File: src/design/led_sink_map.svh
// Purpose: Offsets, field positions, reset values and timing in ns
// Assumes: 32-bit AXI4-Lite register words, 50 MHz aclk
// Notes: Definitions only
`ifndef LED_SINK_MAP_SVH
`define LED_SINK_MAP_SVH

// ----------------------------------------
// Geometry
// ----------------------------------------
`define CH_NUM 16
`define ADDR_W 8

// ----------------------------------------
// Register offsets
// ----------------------------------------
`define OFF_CTRL 8'h00
`define OFF_STATUS 8'h04
`define OFF_FAULT 8'h08
`define OFF_IRQ_STS 8'h0C
`define OFF_IRQ_MASK 8'h10

// ----------------------------------------
// Fields and reset values
// ----------------------------------------
`define CTRL_BLANK 0
`define CTRL_ALARM_FORCE 1
`define CTRL_RST 2'h0
`define IRQ_FAULT 0
`define IRQ_OTEMP 1
`define IRQ_LATCH 2
`define IRQ_SMART 3
`define IRQ_W 4
`define MASK_RST 4'h0
`define RESP_OKAY 2'h0
`define RESP_SLVERR 2'h2

// ----------------------------------------
// Timing
// ----------------------------------------
`define CLK_NS 20
`define TDET_NS 100

`endif

File: src/design/led_sink_pkg.sv
// Purpose: Types shared by the LED sink block
// Assumes: Constants live in led_sink_map.svh
// Notes: Types only
package led_sink_pkg;

  typedef enum logic [1:0] {
    ST_STATIC = 2'b00,
    ST_SMART_WAIT = 2'b01,
    ST_SMART_HOLD = 2'b10
  } det_state_t;

  typedef logic [2:0] det_cnt_t;

endpackage : led_sink_pkg

File: src/design/led_sink_shift_latch_detect.sv
// Purpose: Shift chain, output latch and LED fault detection with AXI4-Lite registers
// Assumes: All pins asynchronous to aclk; shift clock slow enough to sample
// Notes: Fault word reloads the shift chain on each strobe
//
// What this block does
// [RQ1] Sixteen channels, each from one latch bit
// [RQ2] Blank high forces every channel off
// [RQ3] Shift clock rise shifts serial input in
// [RQ4] Strobe rise copies shift chain to latch
// [RQ5] Detect select high selects short detection
// [RQ6] Detect select low selects open detection
// [RQ7] Detect select edge starts smart detection
// [RQ8] Real-time and smart detection styles supported
// [RQ9] Result valid after 0.1us of drive
// [RQ10] Fault bits return through serial stream
// [RQ11] Alarm pulled low on fault or overheat
// [RQ12] Strap high: serial out on falling edge
// [RQ13] Strap low: serial out on rising edge
// [RQ14] Serial out shows last chain stage
// [RQ15] Controller shifts sixteen bits per strobe
//
// Decided for this implementation: the address map and the AXI4-Lite slave port.
`timescale 1ns/1ps
`default_nettype none
`include "led_sink_map.svh"

module led_sink_shift_latch_detect
  import led_sink_pkg::*;
#(
  parameter int N = `CH_NUM,
  parameter int ADDR_W = `ADDR_W
) (
  input wire logic aclk,
  input wire logic aresetn,
  input wire logic shift_clock,
  input wire logic serial_in,
  input wire logic data_strobe_in,
  input wire logic output_blank,
  input wire logic detect_select,
  input wire logic shift_edge_select,
  input wire logic [N-1:0] open_sense,
  input wire logic [N-1:0] short_sense,
  input wire logic over_temp,
  input wire logic alarm_in,
  output logic [N-1:0] led_sink_channels,
  output logic serial_out,
  output logic alarm_out,
  output logic alarm_oe,
  output logic irq,
  input wire logic [ADDR_W-1:0] s_axi_awaddr,
  input wire logic s_axi_awvalid,
  output logic s_axi_awready,
  input wire logic [31:0] s_axi_wdata,
  input wire logic [3:0] s_axi_wstrb,
  input wire logic s_axi_wvalid,
  output logic s_axi_wready,
  output logic [1:0] s_axi_bresp,
  output logic s_axi_bvalid,
  input wire logic s_axi_bready,
  input wire logic [ADDR_W-1:0] s_axi_araddr,
  input wire logic s_axi_arvalid,
  output logic s_axi_arready,
  output logic [31:0] s_axi_rdata,
  output logic [1:0] s_axi_rresp,
  output logic s_axi_rvalid,
  input wire logic s_axi_rready
);

  localparam int SW = 2 * N + 8;
  localparam logic [SW-1:0] SYNC_RST = {{(SW-4){1'b0}}, 4'h8};
  localparam det_cnt_t TDET_CYC = det_cnt_t'((`TDET_NS + `CLK_NS - 1) / `CLK_NS);

  function automatic logic reg_hit(input logic [ADDR_W-1:0] a, input logic [7:0] off);
    return (a >> 2) == ADDR_W'(off >> 2);
  endfunction : reg_hit

  // ----------------------------------------
  // Pin synchronisation and edges
  // ----------------------------------------
  logic [SW-1:0] syn;
  logic sck_s, sdi_s, stb_s, blank_s, os_s, strap_s, ot_s, alarm_s;
  logic [N-1:0] open_s, short_s;
  logic sck_q, stb_q, os_q, ot_q;
  logic sck_rise, sck_fall, strobe_rise, os_edge, ot_rise;

  pin_sync #(.W(SW), .RST_VAL(SYNC_RST)) u_sync (
    .aclk(aclk),
    .aresetn(aresetn),
    .d({alarm_in, over_temp, short_sense, open_sense, shift_edge_select,
        detect_select, output_blank, data_strobe_in, serial_in, shift_clock}),
    .q(syn)
  );

  assign {alarm_s, ot_s, short_s, open_s, strap_s, os_s, blank_s, stb_s, sdi_s, sck_s} = syn;

  always_ff @(posedge aclk) begin
    if (!aresetn) begin
      sck_q <= 1'b0;
      stb_q <= 1'b0;
      os_q <= 1'b0;
      ot_q <= 1'b0;
    end else begin
      sck_q <= sck_s;
      stb_q <= stb_s;
      os_q <= os_s;
      ot_q <= ot_s;
    end
  end

  assign sck_rise = sck_s && !sck_q;
  assign sck_fall = !sck_s && sck_q;
  assign strobe_rise = stb_s && !stb_q;
  assign os_edge = os_s != os_q; // RQ7
  assign ot_rise = ot_s && !ot_q;

  // ----------------------------------------
  // Shift chain, latch and channels
  // ----------------------------------------
  logic [N-1:0] shreg_q, latch_q, fault_q;
  logic [1:0] ctrl_q;

  always_ff @(posedge aclk) begin
    if (!aresetn) begin
      shreg_q <= '0;
    end else if (strobe_rise) begin
      shreg_q <= fault_q; // RQ10
    end else if (sck_rise) begin
      shreg_q <= {shreg_q[N-2:0], sdi_s}; // RQ3
    end
  end

  always_ff @(posedge aclk) begin
    if (!aresetn) begin
      serial_out <= 1'b0;
    end else if (strobe_rise) begin
      serial_out <= fault_q[N-1]; // RQ14
    end else if (sck_rise && !strap_s) begin
      serial_out <= shreg_q[N-2]; // RQ13
    end else if (sck_fall && strap_s) begin
      serial_out <= shreg_q[N-1]; // RQ12
    end
  end

  always_ff @(posedge aclk) begin
    if (!aresetn) begin
      latch_q <= '0;
    end else if (strobe_rise) begin
      latch_q <= shreg_q; // RQ4
    end
  end

  always_ff @(posedge aclk) begin
    if (!aresetn) begin
      led_sink_channels <= '0;
    end else if (blank_s || ctrl_q[`CTRL_BLANK]) begin
      led_sink_channels <= '0; // RQ2
    end else begin
      led_sink_channels <= latch_q; // RQ1
    end
  end

  // ----------------------------------------
  // Detection response timers
  // ----------------------------------------
  logic [N-1:0] det_ok;

  for (genvar i = 0; i < N; i++) begin : g_det
    det_cnt_t cnt_q;
    always_ff @(posedge aclk) begin
      if (!aresetn || !led_sink_channels[i]) begin
        cnt_q <= '0;
      end else if (cnt_q != TDET_CYC) begin
        cnt_q <= cnt_q + 3'h1;
      end
    end
    assign det_ok[i] = cnt_q == TDET_CYC; // RQ9
  end

  // ----------------------------------------
  // Detection mode control
  // ----------------------------------------
  det_state_t st_q;
  det_cnt_t wait_q;
  logic smart_done, fault_any_q;

  assign smart_done = st_q == ST_SMART_WAIT && wait_q == TDET_CYC - 3'h1;

  always_ff @(posedge aclk) begin
    if (!aresetn) begin
      st_q <= ST_STATIC;
      wait_q <= '0;
    end else begin
      wait_q <= (st_q == ST_SMART_WAIT) ? wait_q + 3'h1 : 3'h0;
      case (st_q)
        ST_STATIC: begin
          if (os_edge) begin
            st_q <= ST_SMART_WAIT; // RQ7
          end
        end
        ST_SMART_WAIT: begin
          if (smart_done) begin
            st_q <= ST_SMART_HOLD; // RQ8
          end
        end
        ST_SMART_HOLD: begin
          if (os_edge) begin
            st_q <= ST_SMART_WAIT;
          end else if (strobe_rise) begin
            st_q <= ST_STATIC;
          end
        end
        default: begin
          st_q <= ST_STATIC;
        end
      endcase
    end
  end

  always_ff @(posedge aclk) begin
    if (!aresetn) begin
      fault_q <= '0;
    end else if (st_q == ST_STATIC && !os_edge) begin
      fault_q <= (os_s ? short_s : open_s) & det_ok; // RQ5 RQ6 RQ8
    end else if (smart_done) begin
      fault_q <= (open_s | short_s) & det_ok; // RQ8
    end
  end

  // ----------------------------------------
  // Alarm pin
  // ----------------------------------------
  always_ff @(posedge aclk) begin
    if (!aresetn) begin
      alarm_out <= 1'b0;
      alarm_oe <= 1'b0;
      fault_any_q <= 1'b0;
    end else begin
      alarm_out <= 1'b0;
      alarm_oe <= (|fault_q) || ot_s || ctrl_q[`CTRL_ALARM_FORCE]; // RQ11
      fault_any_q <= |fault_q;
    end
  end

  // ----------------------------------------
  // Interrupts
  // ----------------------------------------
  logic [`IRQ_W-1:0] sts_q, mask_q, ev;
  logic [ADDR_W-1:0] awaddr_q;
  logic [31:0] wdata_q;
  logic [3:0] wstrb_q;
  logic wr_do;

  assign ev = {smart_done, strobe_rise, ot_rise, (|fault_q) && !fault_any_q};

  always_ff @(posedge aclk) begin
    if (!aresetn) begin
      sts_q <= '0;
    end else if (wr_do && reg_hit(awaddr_q, `OFF_IRQ_STS) && wstrb_q[0]) begin
      sts_q <= (sts_q & ~wdata_q[`IRQ_W-1:0]) | ev;
    end else begin
      sts_q <= sts_q | ev;
    end
  end

  always_ff @(posedge aclk) begin
    if (!aresetn) begin
      irq <= 1'b0;
    end else begin
      irq <= |(sts_q & mask_q);
    end
  end

  // ----------------------------------------
  // AXI4-Lite write
  // ----------------------------------------
  logic wr_map;

  assign wr_do = !s_axi_awready && !s_axi_wready && !s_axi_bvalid;
  assign wr_map = reg_hit(awaddr_q, `OFF_CTRL) || reg_hit(awaddr_q, `OFF_STATUS)
    || reg_hit(awaddr_q, `OFF_FAULT) || reg_hit(awaddr_q, `OFF_IRQ_STS)
    || reg_hit(awaddr_q, `OFF_IRQ_MASK);

  always_ff @(posedge aclk) begin
    if (!aresetn) begin
      s_axi_awready <= 1'b1;
      awaddr_q <= '0;
    end else if (s_axi_awvalid && s_axi_awready) begin
      s_axi_awready <= 1'b0;
      awaddr_q <= s_axi_awaddr;
    end else if (wr_do) begin
      s_axi_awready <= 1'b1;
    end
  end

  always_ff @(posedge aclk) begin
    if (!aresetn) begin
      s_axi_wready <= 1'b1;
      wdata_q <= '0;
      wstrb_q <= '0;
    end else if (s_axi_wvalid && s_axi_wready) begin
      s_axi_wready <= 1'b0;
      wdata_q <= s_axi_wdata;
      wstrb_q <= s_axi_wstrb;
    end else if (wr_do) begin
      s_axi_wready <= 1'b1;
    end
  end

  always_ff @(posedge aclk) begin
    if (!aresetn) begin
      s_axi_bvalid <= 1'b0;
      s_axi_bresp <= `RESP_OKAY;
    end else if (wr_do) begin
      s_axi_bvalid <= 1'b1;
      s_axi_bresp <= wr_map ? `RESP_OKAY : `RESP_SLVERR;
    end else if (s_axi_bready) begin
      s_axi_bvalid <= 1'b0;
    end
  end

  always_ff @(posedge aclk) begin
    if (!aresetn) begin
      ctrl_q <= `CTRL_RST;
      mask_q <= `MASK_RST;
    end else if (wr_do && wstrb_q[0]) begin
      if (reg_hit(awaddr_q, `OFF_CTRL)) begin
        ctrl_q <= wdata_q[1:0];
      end
      if (reg_hit(awaddr_q, `OFF_IRQ_MASK)) begin
        mask_q <= wdata_q[`IRQ_W-1:0];
      end
    end
  end

  // ----------------------------------------
  // AXI4-Lite read
  // ----------------------------------------
  always_ff @(posedge aclk) begin
    if (!aresetn) begin
      s_axi_arready <= 1'b1;
      s_axi_rvalid <= 1'b0;
      s_axi_rdata <= '0;
      s_axi_rresp <= `RESP_OKAY;
    end else if (s_axi_arvalid && s_axi_arready) begin
      s_axi_arready <= 1'b0;
      s_axi_rvalid <= 1'b1;
      s_axi_rresp <= `RESP_OKAY;
      s_axi_rdata <= '0;
      if (reg_hit(s_axi_araddr, `OFF_CTRL)) begin
        s_axi_rdata <= {30'h0, ctrl_q};
      end else if (reg_hit(s_axi_araddr, `OFF_STATUS)) begin
        s_axi_rdata <= {11'h0, strap_s, alarm_s, ot_s, st_q, latch_q};
      end else if (reg_hit(s_axi_araddr, `OFF_FAULT)) begin
        s_axi_rdata <= {led_sink_channels, fault_q};
      end else if (reg_hit(s_axi_araddr, `OFF_IRQ_STS)) begin
        s_axi_rdata <= {28'h0, sts_q};
      end else if (reg_hit(s_axi_araddr, `OFF_IRQ_MASK)) begin
        s_axi_rdata <= {28'h0, mask_q};
      end else begin
        s_axi_rresp <= `RESP_SLVERR;
      end
    end else if (s_axi_rvalid && s_axi_rready) begin
      s_axi_rvalid <= 1'b0;
      s_axi_arready <= 1'b1;
    end
  end
endmodule : led_sink_shift_latch_detect

`default_nettype wire

File: src/design/pin_sync.sv
// Purpose: Two-flop synchroniser for a bundle of pin levels
// Assumes: Inputs asynchronous to aclk
// Notes: First stage feeds only the second
`timescale 1ns/1ps
`default_nettype none

module pin_sync #(
  parameter int W = 8,
  parameter logic [W-1:0] RST_VAL = '0
) (
  input wire logic aclk,
  input wire logic aresetn,
  input wire logic [W-1:0] d,
  output logic [W-1:0] q
);

  logic [W-1:0] meta_q;

  always_ff @(posedge aclk) begin
    if (!aresetn) begin
      meta_q <= RST_VAL;
    end else begin
      meta_q <= d;
    end
  end

  always_ff @(posedge aclk) begin
    if (!aresetn) begin
      q <= RST_VAL;
    end else begin
      q <= meta_q;
    end
  end

endmodule : pin_sync

`default_nettype wire

File: config.mk
export PLATFORM = sky130hd
export DESIGN_NAME = led_sink_shift_latch_detect
export DESIGN_NICKNAME = d
export VERILOG_FILES = /design/src/design/led_sink_pkg.sv /design/src/design/led_sink_shift_latch_detect.sv /design/src/design/pin_sync.sv
export VERILOG_INCLUDE_DIRS = /design/src /design/src/design
export SDC_FILE = /design/constraint.sdc
export NUM_CORES = 1
export LEC_CHECK = 0
export BUFFER_PORTS_ARGS = -buffer_cell sky130_fd_sc_hd__buf_4
export CELL_PAD_IN_SITES_DETAIL_PLACEMENT = 1
export CELL_PAD_IN_SITES_GLOBAL_PLACEMENT = 1
export CORE_MARGIN = 3
export CORE_UTILIZATION = 43
export CTS_BUF_LIST = sky130_fd_sc_hd__clkbuf_4 sky130_fd_sc_hd__clkbuf_8 sky130_fd_sc_hd__clkbuf_16
export CTS_CLUSTER_DIAMETER = 150
export DETAILED_ROUTE_END_ITERATION = 10
export PLACE_DENSITY_LB_ADDON = 0.1
export SKIP_CTS_REPAIR_TIMING = 1
export SLEW_MARGIN = 20
export SYNTH_ARGS = -nofsm -noshare
export SYNTH_HDL_FRONTEND = slang
export SYNTH_SLANG_ARGS = --single-unit
File: constraint.sdc
create_clock -name aclk -period 1.9 [get_ports aclk]
set_input_delay 0.285 -clock aclk [delete_from_list [all_inputs] [get_ports aclk]]
set_output_delay 0.285 -clock aclk [all_outputs]
set_load 0.03 [all_outputs]
==> impl_metrics.json <==
{
  "status": "complete, no violations",
  "vias": 7712,
  "rr_worst_depth": 4,
  "cp_top_family": "simple AND/OR/NAND/NOR gates",
  "grt_pass1_vias": 7893,
  "fin_crit_ns": 1.61,
  "crit_slowest_cell": "or4_2",
  "finalMaxSlewViolations": 0,
  "rsz0062_at_grt": "no",
  "async_reset_ff_frac": 0,
  "ys.flop_type": "dfxtp_1",
  "cp_num_cells": 4,
  "critical_path.max_fanout": 4,
  "multiInputGateArea_sq_um": 4130,
  "cts_tree": "built",
  "ys_warn_count": 0,
  "fmax_mhz": 623,
  "area.growth.synth_to_final_pct": 26.2,
  "worst_pin_slew_ns": 0.496,
  "grt.total_usage": 0.196,
  "max_cap_viol_count": 0,
  "root_buffer": "clkbuf_16",
  "grt_pass1_wl_um": 39900,
  "totalWireLength_um": 24600,
  "synth_top_area_cell": "dfxtp_1",
  "ys_ff_latch": 265,
  "io_pins": 160,
  "cts_made_buffers": 28,
  "die_h_um": 157,
  "synth_edf_count": 0,
  "slew_headroom": 0.667,
  "drt_iter0_drc": 333,
  "gp_congestion": 0.744,
  "critPathKind": "register to register",
  "hold_class": "primary input to register",
  "clk_latency_ns": 0.55,
  "synthDistinctLibCells": 47,
  "grt.overflow.total": 0,
  "fin_crit_sh": 0.845,
  "p_total_mw": 12.1,
  "antenna_found_initial": 0,
  "setup_viol": 0,
  "core_sq_um": 22200,
  "grt_max_degree": 76,
  "finalClockSkew_ns": 0.0276,
  "final_core_utilization": 0.560,
  "die_w_um": 157,
  "diodes": 0,
  "hold_viol": 0,
  "first_pass_iters": 4,
  "htree_levels": 1,
  "rows": 54,
  "path_clk_slew_ns": 0.06,
  "worst-endpoint-arrival_ns": 2.02,
  "path_buf_inv": 0,
  "ys_seq_area_frac": 0.540,
  "startpoint_type": "register",
  "hold_ws_ns": 0.0119,
  "drive_gt1_frac": 0.166,
  "setup_tns_ns": 0,
  "cp_slowest_stage_delay_ns": 0.62,
  "end_kind": "register",
  "crit_chain": "nor3_4 -> nand3_2 -> or4_2 -> mux2i_1",
  "dp_hpwl_um": 16800,
  "clock-sinks": 265,
  "portBuffers": 121,
  "routed_via_density": 5.12,
  "drc": 0,
  "whs_path_depth": 2,
  "synth_area_leaders": "dfxtp_1 54%, and2_1 6.4%, nand2_1 4.7%",
  "postRouteAntennaNets": 0,
  "wire_per_inst_um": 16.4,
  "power.leakage_nw": 5.34,
  "syn_inst": 1049,
  "start_util": 0.443,
  "peakVddDrop_mv": 0.663,
  "p_per_area_nw_per_um2": 979,
  "required_ns": 2.31,
  "syn_area_sq_um": 9830,
  "dieArea_sq_um": 24700,
  "yosysTopAreaCellShare": 0.540,
  "clockBufferDepth": 3,
  "ff_latch_area_sq_um": 5310,
  "fillers": 2492,
  "syn_area_per_cell_sq_um": 9.37,
  "nets": 1337
}
## stage by stage
stage          instance area (sq um)  setup slack, ns  cells
2_1_floorplan                   9830            0.161   1051
3_3_place_gp                   11100            0.286   1415
3_5_place_dp                   11100            0.248   1415
4_1_cts                        12000            0.290   1467
5_1_grt                        12400            0.200   1506
6_report                       12400            0.294   1506
## final timing paths
kind | to | slack, ns | start
setup reg to reg | ctrl_q[1] | 0.29 | s_axi_bvalid
hold / removal | u_sync.meta_q[0] | 0.01 | shift_clock
setup / recovery | ctrl_q[1] | 0.29 | s_axi_bvalid
hold reg to reg | u_sync.q[3] | 0.41 | u_sync.meta_q[3]
## cells by family (layout without fill, tap and decap cells)
kind of cell / Yosys count / count (layout) / synth area share
AO/OA/AOI/OAI: 183 / 183 / 0.126
other: 1 / 3 / 0.000382
multiplexers: 24 / 24 / 0.0244
AND/OR/NAND/NOR: 428 / 428 / 0.210
buffers and inverters: 96 / 271 / 0.0404
XOR/XNOR: 18 / 18 / 0.0160
flip-flops: 265 / 265 / 0.540
adder cells (fa/ha/maj): 34 / 34 / 0.0433
## final cells by class
type                       count  share of cell area
clock buffer                  39              0.0667
clock inverter                13              0.0106
inverter                      37              0.0112
multi-input combinational    690               0.333
sequential                   265               0.428
tap                          280              0.0283
timing repair buffer         182               0.122
## state kept, by name, indices dropped and copies added, names as in the netlist, 2 cells and up
register and flops:
awaddr_q 6, ctrl_q 2, fault_q 16, g_det.cnt_q 48, latch_q 16, led_sink_channels 16, mask_q 4, s_axi_rdata 32
shreg_q 16, st_q 2, sts_q 4, u_sync.meta_q 40, u_sync.q 40, wait_q 3, wdata_q 4
## cell usage after synthesis (3+ instances only)
cell	instances
nor3_1	20
nand2_1	123
nand2b_1	10
and3_1	3
nor4_1	4
xnor2_1	18
dfxtp_1	265
a211oi_1	31
nor2_1	112
a21oi_1	56
o21ai_0	30
a221oi_1	17
a31oi_1	6
mux2i_1	24
inv_1	36
buf_4	3
clkbuf_1	44
ha_1	34
buf_2	8
a32o_1	16
and2_1	100
nand3_1	35
nor2b_1	7
a22o_1	16
## metal layers
layer / share of wire / routed length (um) / GRT usage / vias to the layer above
met5: 0 / 0 / 0 / -
met4: 0.020 / 488 / 0.0533 / 0
met3: 0.046 / 1130 / 0.0267 / 37
met2: 0.47 / 11600 / 0.333 / 153
met1: 0.47 / 11500 / 0.264 / 3675
li1: - / - / - / 3847
## cell usage in the layout (no fill, tap or decap), types with 20 or more instances in the layout
cell,count
dfxtp_1,265
buf_4,139
nand2_1,123
nor2_1,112
and2_1,100
a21oi_1,56
dlygate4sd3_1,39
inv_1,36
nand3_1,35
ha_1,34
a211oi_1,31
o21ai_0,30
clkbuf_16,28
mux2i_1,24
nor3_1,20
## report_power, final
group	internal, mW	leakage (nW)	switching (mW)	total, mW
clock network	3.31	0.481	2.19	5.50
registers	5.72	2.16	0.0855	5.80
logic	0.371	2.70	0.457	0.828
total	9.40	5.34	2.74	12.1
(Power assumes the default switching activity.)
